<file path="src/core/nlsp_pkg.sv">
// Constants, opcodes and state type for the load/store/pointer decoder
package nlsp_pkg;

    // Widths
    localparam int NIB_W      = 4;
    localparam int BYTE_W     = 8;
    localparam int PC_W       = 13;
    localparam int PC_HI_LSB  = 8;
    localparam int MEM_DEPTH  = 256;
    localparam int FLAG_COUNT = 16;
    localparam int PTR_COUNT  = 4;

    // Pointer nibble indices
    localparam logic [1:0] PTR_PH = 2'h0;
    localparam logic [1:0] PTR_PL = 2'h1;
    localparam logic [1:0] PTR_SH = 2'h2;
    localparam logic [1:0] PTR_SL = 2'h3;

    // Reset values
    localparam logic [3:0]  NIB_RESET  = 4'h0;
    localparam logic [7:0]  BYTE_RESET = 8'h00;
    localparam logic [15:0] FLAG_RESET = 16'h0000;
    localparam logic [12:0] ROM_RESET  = 13'h0000;

    // Opcode masks: bit 1 is the pair select
    localparam logic [7:0] MASK_PAIR  = 8'hFD;
    localparam logic [7:0] MASK_NIB   = 8'hFC;
    localparam logic [7:0] MASK_HIGH  = 8'hF0;

    // One-byte opcodes (compared after masking, except OP_TBL and OP_TBL_PORT, compared exactly)
    localparam logic [7:0] OP_LOAD     = 8'h48;
    localparam logic [7:0] OP_LOAD_INC = 8'h49;
    localparam logic [7:0] OP_LOAD_DEC = 8'h59;
    localparam logic [7:0] OP_SWAP     = 8'h4C;
    localparam logic [7:0] OP_SWAP_INC = 8'h4D;
    localparam logic [7:0] OP_SWAP_DEC = 8'h5D;
    localparam logic [7:0] OP_TBL      = 8'h5A;
    localparam logic [7:0] OP_TBL_PORT = 8'h58;
    localparam logic [7:0] OP_ZERO_LD  = 8'h60;
    localparam logic [7:0] OP_STEP_UP  = 8'h11;
    localparam logic [7:0] OP_STEP_DN  = 8'h21;
    localparam logic [7:0] OP_SWAP_PTR = 8'h40;
    localparam logic [7:0] OP_SET_FLAG = 8'h70;
    localparam logic [7:0] OP_CLR_FLAG = 8'h30;

    // Two-byte opcodes (first byte)
    localparam logic [7:0] OP_SWAP_DIR  = 8'hCC;
    localparam logic [7:0] OP_LD_EXTACC = 8'hC6;
    localparam logic [7:0] OP_LD_PAIR   = 8'hC0;
    localparam logic [7:0] OP_PFX_IMM   = 8'hCF;
    localparam logic [7:0] OP_PFX_XFER  = 8'hEF;

    // Second-byte patterns for prefixed forms
    localparam logic [7:0] IMM_LD_HIGH = 8'h00;
    localparam logic [7:0] IMM_LD_LOW  = 8'h10;
    localparam logic [7:0] MASK_XFER   = 8'hEC;
    localparam logic [7:0] XFER_BASE   = 8'hC0;
    localparam int         XFER_DIR_B  = 4;

    typedef enum logic {
        NLSP_IDLE = 1'b0,
        NLSP_WAIT = 1'b1
    } nlsp_state_type;

endpackage

</file>
<file path="src/core/nlsp_decoder.sv">
// Load/exchange/table/pointer/flag instruction group of a nibble core
`timescale 1ns/1ps
module nlsp_decoder
    import nlsp_pkg::*;
(
    // Clock and reset
    input  wire logic                 MCLK,
    input  wire logic                 RST_B,
    // Instruction from the fetch unit
    input  wire logic                 INSTR_VALID,
    input  wire logic [BYTE_W-1:0]    OPCODE,
    input  wire logic [BYTE_W-1:0]    OPERAND,
    output logic                      INSTR_HIT,
    output logic                      INSTR_READY,
    output logic                      INSTR_DONE,
    // Program ROM access
    input  wire logic [PC_W-1:0]      PC_IN,
    output logic [PC_W-1:0]           ROM_ADDR,
    input  wire logic [BYTE_W-1:0]    ROM_DATA,
    // Port latches
    output logic [NIB_W-1:0]          PORT4,
    output logic [NIB_W-1:0]          PORT5,
    output logic                      PORT_STROBE,
    // Core state
    output logic [NIB_W-1:0]          ACC,
    output logic [NIB_W-1:0]          EXT,
    output logic [NIB_W-1:0]          PRIMARY_HIGH_POINTER,
    output logic [NIB_W-1:0]          PRIMARY_LOW_POINTER,
    output logic [NIB_W-1:0]          SECONDARY_HIGH_POINTER,
    output logic [NIB_W-1:0]          SECONDARY_LOW_POINTER,
    output logic                      ZERO_FLAG,
    output logic [FLAG_COUNT-1:0]     USER_FLAG_BIT
);

    nlsp_state_type state;
    nlsp_state_type next_state;

    logic [NIB_W-1:0]      acc;
    logic [NIB_W-1:0]      ext;
    logic [NIB_W-1:0]      ptr [PTR_COUNT];
    logic                  zero_flag;
    logic [FLAG_COUNT-1:0] user_flag_bit;
    logic [NIB_W-1:0]      data_mem [MEM_DEPTH];
    logic [BYTE_W-1:0]     held_op;
    logic [BYTE_W-1:0]     held_opnd;
    logic [PC_W-1:0]       rom_addr;
    logic [NIB_W-1:0]      port4;
    logic [NIB_W-1:0]      port5;
    logic                  port_strobe;
    logic                  done;

    logic [NIB_W-1:0]      next_acc;
    logic [NIB_W-1:0]      next_ext;
    logic [NIB_W-1:0]      next_ptr [PTR_COUNT];
    logic                  next_zero;
    logic [FLAG_COUNT-1:0] next_flags;
    logic                  mem_we;

    // Zero detection used wherever the flag is updated
    function automatic logic is_zero(input logic [NIB_W-1:0] v);
        return v == NIB_RESET;
    endfunction

    // Operation under decode: live opcode when idle, held one after
    wire         idle      = state == NLSP_IDLE;
    wire [7:0]   op        = idle ? OPCODE : held_op;
    wire [7:0]   opnd      = idle ? OPERAND : held_opnd;
    wire [7:0]   op_pair   = op & MASK_PAIR;
    wire         sec       = op[1];

    // Group decode
    wire d_load      = op_pair == OP_LOAD;
    wire d_load_inc  = op_pair == OP_LOAD_INC;
    wire d_load_dec  = op_pair == OP_LOAD_DEC;
    wire d_swap      = op_pair == OP_SWAP;
    wire d_swap_inc  = op_pair == OP_SWAP_INC;
    wire d_swap_dec  = op_pair == OP_SWAP_DEC;
    wire d_step_up   = op_pair == OP_STEP_UP;
    wire d_step_dn   = op_pair == OP_STEP_DN;
    wire d_swap_dir  = op == OP_SWAP_DIR;
    wire d_ld_extacc = op == OP_LD_EXTACC;
    wire d_tbl       = op == OP_TBL;
    wire d_tbl_port  = op == OP_TBL_PORT;
    wire d_zero_ld   = (op & MASK_HIGH) == OP_ZERO_LD;
    wire d_ld_pair   = op_pair == OP_LD_PAIR;
    wire d_ld_high   = op == OP_PFX_IMM && (opnd & MASK_HIGH) == IMM_LD_HIGH;
    wire d_ld_low    = op == OP_PFX_IMM && (opnd & MASK_HIGH) == IMM_LD_LOW;
    wire d_swap_ptr  = (op & MASK_NIB) == OP_SWAP_PTR;
    wire d_xfer      = op == OP_PFX_XFER && (opnd & MASK_XFER) == XFER_BASE;
    wire d_set_flag  = (op & MASK_HIGH) == OP_SET_FLAG;
    wire d_clr_flag  = (op & MASK_HIGH) == OP_CLR_FLAG;

    // Pointer stepping shared by memory forms and plain steps
    wire post_inc  = d_load_inc | d_swap_inc;
    wire post_dec  = d_load_dec | d_swap_dec;
    wire any_inc   = post_inc | d_step_up;
    wire any_dec   = post_dec | d_step_dn;
    wire [1:0] low_sel = sec ? PTR_SL : PTR_PL;
    wire [NIB_W-1:0] low_val = ptr[low_sel];
    wire [NIB_W-1:0] stepped = any_inc ? NIB_W'(low_val + 4'h1)
                                       : NIB_W'(low_val - 4'h1);

    // Memory addressing: selected pair or the second byte
    wire [7:0] pair_addr = sec ? {ptr[PTR_SH], ptr[PTR_SL]}
                               : {ptr[PTR_PH], ptr[PTR_PL]};
    wire [7:0] mem_addr  = d_swap_dir ? opnd : pair_addr;
    wire [NIB_W-1:0] mem_rd = data_mem[mem_addr];

    // Transfer fields
    wire [1:0] nib_sel   = d_xfer ? opnd[1:0] : op[1:0];
    wire       to_ptr    = opnd[XFER_DIR_B];
    wire [3:0] flag_sel  = op[3:0];
    wire [1:0] flag_grp  = flag_sel[3:2];

    wire one_cycle = d_load | d_swap | d_step_up | d_step_dn | d_zero_ld
                   | d_swap_ptr | d_set_flag | d_clr_flag;
    wire two_cycle = post_inc | post_dec | d_swap_dir | d_ld_extacc
                   | d_tbl | d_tbl_port | d_ld_pair | d_ld_high
                   | d_ld_low | d_xfer;

    wire take     = idle && INSTR_VALID && (one_cycle || two_cycle);
    wire take_two = take && two_cycle;
    wire commit   = (take && one_cycle) || state == NLSP_WAIT;

    assign INSTR_HIT   = one_cycle || two_cycle;
    assign INSTR_READY = idle;
    assign INSTR_DONE  = done;
    assign ROM_ADDR    = rom_addr;
    assign PORT4       = port4;
    assign PORT5       = port5;
    assign PORT_STROBE = port_strobe;
    assign ACC         = acc;
    assign EXT         = ext;
    assign ZERO_FLAG   = zero_flag;
    assign USER_FLAG_BIT = user_flag_bit;
    assign PRIMARY_HIGH_POINTER   = ptr[PTR_PH];
    assign PRIMARY_LOW_POINTER    = ptr[PTR_PL];
    assign SECONDARY_HIGH_POINTER = ptr[PTR_SH];
    assign SECONDARY_LOW_POINTER  = ptr[PTR_SL];

    // Next architectural state for the operation under decode
    always_comb begin
        next_acc   = acc;
        next_ext   = ext;
        next_ptr   = ptr;
        next_zero  = zero_flag;
        next_flags = user_flag_bit;
        mem_we     = 1'b0;
        if (d_load || post_inc || post_dec) begin
            next_acc  = mem_rd;
            next_zero = is_zero(mem_rd);
        end
        if (d_swap || d_swap_inc || d_swap_dec || d_swap_dir) begin
            next_acc = mem_rd;
            mem_we   = 1'b1;
        end
        if (any_inc || any_dec) begin
            next_ptr[low_sel] = stepped;
            next_zero         = is_zero(stepped);
        end
        if (d_ld_extacc) begin
            next_ext = opnd[7:4];
            next_acc = opnd[3:0];
        end
        if (d_tbl) begin
            next_ext = ROM_DATA[7:4];
            next_acc = ROM_DATA[3:0];
        end
        if (d_zero_ld) begin
            next_ptr[PTR_PH] = NIB_RESET;
            next_ptr[PTR_PL] = op[3:0];
        end
        if (d_ld_high)
            next_ptr[PTR_PH] = opnd[3:0];
        if (d_ld_low)
            next_ptr[PTR_PL] = opnd[3:0];
        if (d_ld_pair) begin
            next_ptr[sec ? PTR_SH : PTR_PH] = opnd[7:4];
            next_ptr[sec ? PTR_SL : PTR_PL] = opnd[3:0];
        end
        if (d_swap_ptr) begin
            next_ptr[nib_sel] = acc;
            next_acc          = ptr[nib_sel];
        end
        if (d_xfer && to_ptr)
            next_ptr[nib_sel] = acc;
        if (d_xfer && !to_ptr) begin
            next_acc  = ptr[nib_sel];
            next_zero = is_zero(ptr[nib_sel]);
        end
        if (d_set_flag)
            next_flags[flag_sel] = 1'b1;
        if (d_clr_flag) begin
            next_flags[flag_sel] = 1'b0;
            next_zero = is_zero(next_flags[flag_grp*4 +: 4]);
        end
    end

    assign next_state = take_two ? NLSP_WAIT : NLSP_IDLE;

    // Sequencer and held instruction bytes
    always_ff @(posedge MCLK) begin
        if (!RST_B) begin
            state     <= NLSP_IDLE;
            held_op   <= BYTE_RESET;
            held_opnd <= BYTE_RESET;
            done      <= 1'b0;
        end else begin
            state <= next_state;
            done  <= commit;
            if (take) begin
                held_op   <= OPCODE;
                held_opnd <= OPERAND;
            end
        end
    end

    // Registers change only when an operation completes
    always_ff @(posedge MCLK) begin
        if (!RST_B) begin
            acc           <= NIB_RESET;
            ext           <= NIB_RESET;
            zero_flag     <= 1'b0;
            user_flag_bit <= FLAG_RESET;
        end else if (commit) begin
            acc           <= next_acc;
            ext           <= next_ext;
            zero_flag     <= next_zero;
            user_flag_bit <= next_flags;
        end
    end

    // One flop per pointer nibble
    for (genvar i = 0; i < PTR_COUNT; i++) begin : g_ptr
        always_ff @(posedge MCLK) begin
            if (!RST_B)
                ptr[i] <= NIB_RESET;
            else if (commit)
                ptr[i] <= next_ptr[i];
        end
    end

    // Data memory has no reset; contents are undefined at power-up
    always_ff @(posedge MCLK) begin
        if (commit && mem_we)
            data_mem[mem_addr] <= acc;
    end

    // ROM address formed at take so data is ready on the second edge
    always_ff @(posedge MCLK) begin
        if (!RST_B) begin
            rom_addr    <= ROM_RESET;
            port4       <= NIB_RESET;
            port5       <= NIB_RESET;
            port_strobe <= 1'b0;
        end else begin
            port_strobe <= commit && d_tbl_port;
            if (take && (d_tbl || d_tbl_port))
                rom_addr <= {PC_IN[PC_W-1:PC_HI_LSB], ext, acc};
            if (commit && d_tbl_port) begin
                port4 <= ROM_DATA[3:0];
                port5 <= ROM_DATA[7:4];
            end
        end
    end
endmodule // nlsp_decoder

</file>
<file path="config.mk">
export PLATFORM = sky130hd
export DESIGN_NAME = nlsp_decoder
export DESIGN_NICKNAME = d
export VERILOG_FILES = /design/src/core/nlsp_pkg.sv /design/src/core/nlsp_decoder.sv
export SDC_FILE = /design/constraint.sdc
export NUM_CORES = 1
export LEC_CHECK = 0
export BUFFER_PORTS_ARGS = -buffer_cell sky130_fd_sc_hd__buf_2
export CAP_MARGIN = 20
export CELL_PAD_IN_SITES_DETAIL_PLACEMENT = 0
export CELL_PAD_IN_SITES_GLOBAL_PLACEMENT = 2
export CORE_AREA = 2 2 338 340
export DETAILED_ROUTE_END_ITERATION = 10
export DIE_AREA = 0 0 340 342
export PLACE_DENSITY = 0.72
export RECOVER_POWER = 50
export SETUP_SLACK_MARGIN = 0.4
export SLEW_MARGIN = 20
export SYNTH_ARGS = -nofsm -noshare
export SYNTH_HDL_FRONTEND = slang
export SYNTH_SLANG_ARGS = --single-unit
</file>
<file path="constraint.sdc">
create_clock -name MCLK -period 4.81 [get_ports MCLK]
set_input_delay 0.2405 -clock MCLK [delete_from_list [all_inputs] [get_ports MCLK]]
set_output_delay 0.2405 -clock MCLK [all_outputs]
set_load 0.005 [all_outputs]
</file>
==> metrics <==
Post-Synth XOR/XNOR Area 0.0955%; WS Path Type register to register; max_slew headroom -113%; Post-synth ARST share 0%; nets 3,681; CP max FO 16; Chip Width 340 um; Max Cap Violations 8; number of H-tree levels 3; Pleak 21.4 nW; top_reg_cell synth edfxtp_1; DRC 0; Final Non-Filler Cells 5,246; Max Clock Skew 0.0374 ns; unrepaired setup endpoints after global routing true; Fin Setup TNS 0 ns; clock sink count 1,105; Hold Crit Class primary input to register; Netlist cell types a little over 80; overall power 20.5 mW; status finished, violations left; cell area after layout roughly 56,000 um^2; HP Start INSTR_VALID; top-level port count around 110; fmax between 200 and 250 MHz; Final Max Tran Viols 724; Die Y 342 um; cells after synthesis 3,224; multiplexer share of the synthesized area 10.4%; number of cell rows 124; worst hold slack 0.168 ns; complex-gate fraction of the synthesized area under 10%; maximum clock path buffer count 3; TritonCTS clock tree done; yosys warns 0; number of flops mapped to enable cells by yosys 1,024; Worst-path clk slew ~0.07 ns; post-DP HPWL 102,000 um; initial antenna violation count 3; Slew @ Worst Pin between 3 and 4 ns; Layout area overhead 21.4%; sequential-to-total area share from yosys stat 70.6%; Area after DPL 50,300 um^2; total CTS buffers 112; final setup margin 0.282 ns; synthesized area per cell between 10 and 15 um^2; reg2reg end ZERO_FLAG; GP Congestion 0.942; layout cell share with drive strength beyond 1 19.8%; WHS Endpoint INSTR_DONE; global-route usage over all layers 26.7%; Synth Area in Simple Gates 8.21%; initial DRC count 3,269; gr ovfl total 0; mapped cell area 45,900 um^2; CP arrival between 5 and 6 ns; First-pass DRT Iterations 8; antenna viol nets, final 0; main combinational cell family by area after synthesis multiplexers; pre-CTS setup slack -0.524 ns; post-detailed-route wirelength per cell 30.3 um; Reg2Reg Setup Slack 0.28 ns; final period utilization 94.1%; most frequent cells in the layout edfxtp_1 (1,024), mux2i_1 (429), nor2_1 (370); DR vias 31,100; final setup fails 0; WHS Path Cells 4; PortBufs 97; drt via density 5.94; R2R depth 12; Worst setup SP type register; final wirelength 159,000 um; first-pass GRT wire length about 220,000 um; VDD IR-drop max 0.000308 V; total core area 113,000 um^2; starting density of the core 40.6%; Critical Path RT 5.44 ns; Final Hold Vio Count 0; most common cell after layout, fill and taps aside edfxtp_1; post-layout util about half; critical path capture point type register; failing checks capacitance limit, slew limit; Period minus WS final 4.53 ns; Placed Cells 4,937; Yosys reg bits approximately 1,100; Pwr Density 369 nW/um^2; clk_lat worst skew approximately 0.74 ns; syn_nets 3,265; vias in the first global route 30,400; CTS Root Cell clkbuf_16; reg2reg start state; die area 116,000 um^2; adder-cell share of the synthesized area less than 1%; largest net degree at the start of global routing 193
## cell usage after synthesis, drive strengths merged (3+ instances only)
cell / count / share of area [%]
a21o: 6 / 0.098
dfxtp: 81 / 3.5
a21oi: 85 / 0.94
a211oi: 51 / 0.83
o31ai: 8 / 0.13
nor3b: 6 / 0.12
a32oi: 47 / 0.90
a41oi: 9 / 0.17
o22ai: 172 / 2.4
o22a: 3 / 0.057
mux2i: 446 / 9.8
mux2: 26 / 0.64
a2111oi: 12 / 0.23
nor3: 17 / 0.22
o211ai: 20 / 0.33
and2: 3 / 0.041
a2111o: 6 / 0.15
clkbuf: 93 / 0.76
nand2: 251 / 2.1
inv: 8 / 0.065
a31oi: 21 / 0.29
edfxtp: 1024 / 67
xnor2: 5 / 0.095
a22o: 3 / 0.057
buf: 108 / 1.4
nand2b: 3 / 0.041
nor2: 386 / 3.2
o211a: 3 / 0.065
nand3: 74 / 0.82
a311oi: 19 / 0.36
o21ai: 73 / 0.82
o2111ai: 4 / 0.076
or2: 8 / 0.11
nor2b: 5 / 0.068
nor4: 32 / 0.44
nand4: 23 / 0.31
o32ai: 6 / 0.11
and3: 39 / 0.53
nand3b: 7 / 0.11
## report_power, final
group	internal [mW]	switching, mW
combinational	0.458	0.780
sequential	10.4	0.0236
clock	5.09	3.79
## registers in the layout (all words and copies together) (netlist names), 8 cells and up, named ones only
register,flops
ROM_ADDR,13
USER_FLAG_BIT,11
data_mem,1024
held_op,8
held_opnd,8
## critical path, stage by stage (launching register included)
cell and delay, ns:
dfxtp_4 0.41, buf_6 0.21, mux2i_1 0.45, clkbuf_1 0.44
nand4_1 0.29, or4_1 0.58, o21ai_0 0.19, clkbuf_1 0.50
mux2_2 0.40, o21ai_0 0.34, a41o_1 0.29, a21oi_1 0.09
a311oi_2 0.24
## worst max-delay path by stage
stage	start	endpoint	depth (start not counted)
2_1_floorplan	ACC[2]	data_mem[0][2]	0
5_1_grt	ACC[2]	data_mem[238][2]	1
4_1_cts	state	ZERO_FLAG	17
6_report	state	ZERO_FLAG	12
3_3_place_gp	state	ZERO_FLAG	16
3_5_place_dp	state	ZERO_FLAG	16
## repair_timing
item	in CTS	in global routing
endpoints found under the hold margin	43	0
pin swaps	16	34
buffers inserted	24	36
endpoints found under the setup margin	284	630
hold buffers	32	0
cloned	6	3
gates resized for setup	67	80
## area by class of cell
type                            instances  area [um^2]
Antenna cell                            1         2.50
Clock buffer                          131         2870
Clock inverter                         76          870
Fill cell                            9609        57400
Inverter                                8         30.0
Multi-Input combinational cell       1911        13200
Sequential cell                      1105        32400
Tap cell                             1512         1890
Timing Repair Buffer                  502         4400
## kinds of logic after synthesis
family                   Yosys count
flip-flops                      1105
AND/OR/NAND/NOR                  862
AO/OA/AOI/OAI                    570
multiplexers                     472
buffers and inverters            209
XOR/XNOR                           5
adder cells (fa/ha/maj)            1
## metal layers
layer | share of wire [%] | GRT usage, % | vias up
met3 | 8.5 | 4.39 | 288
li1 | - | - | 13400
met1 | 41 | 36.3 | 15900
met5 | 0.016 | 0 | -
met2 | 47 | 42.9 | 1585
met4 | 4.1 | 10.6 | 4
No activity file was read; power rests on OpenSTA's default activity.
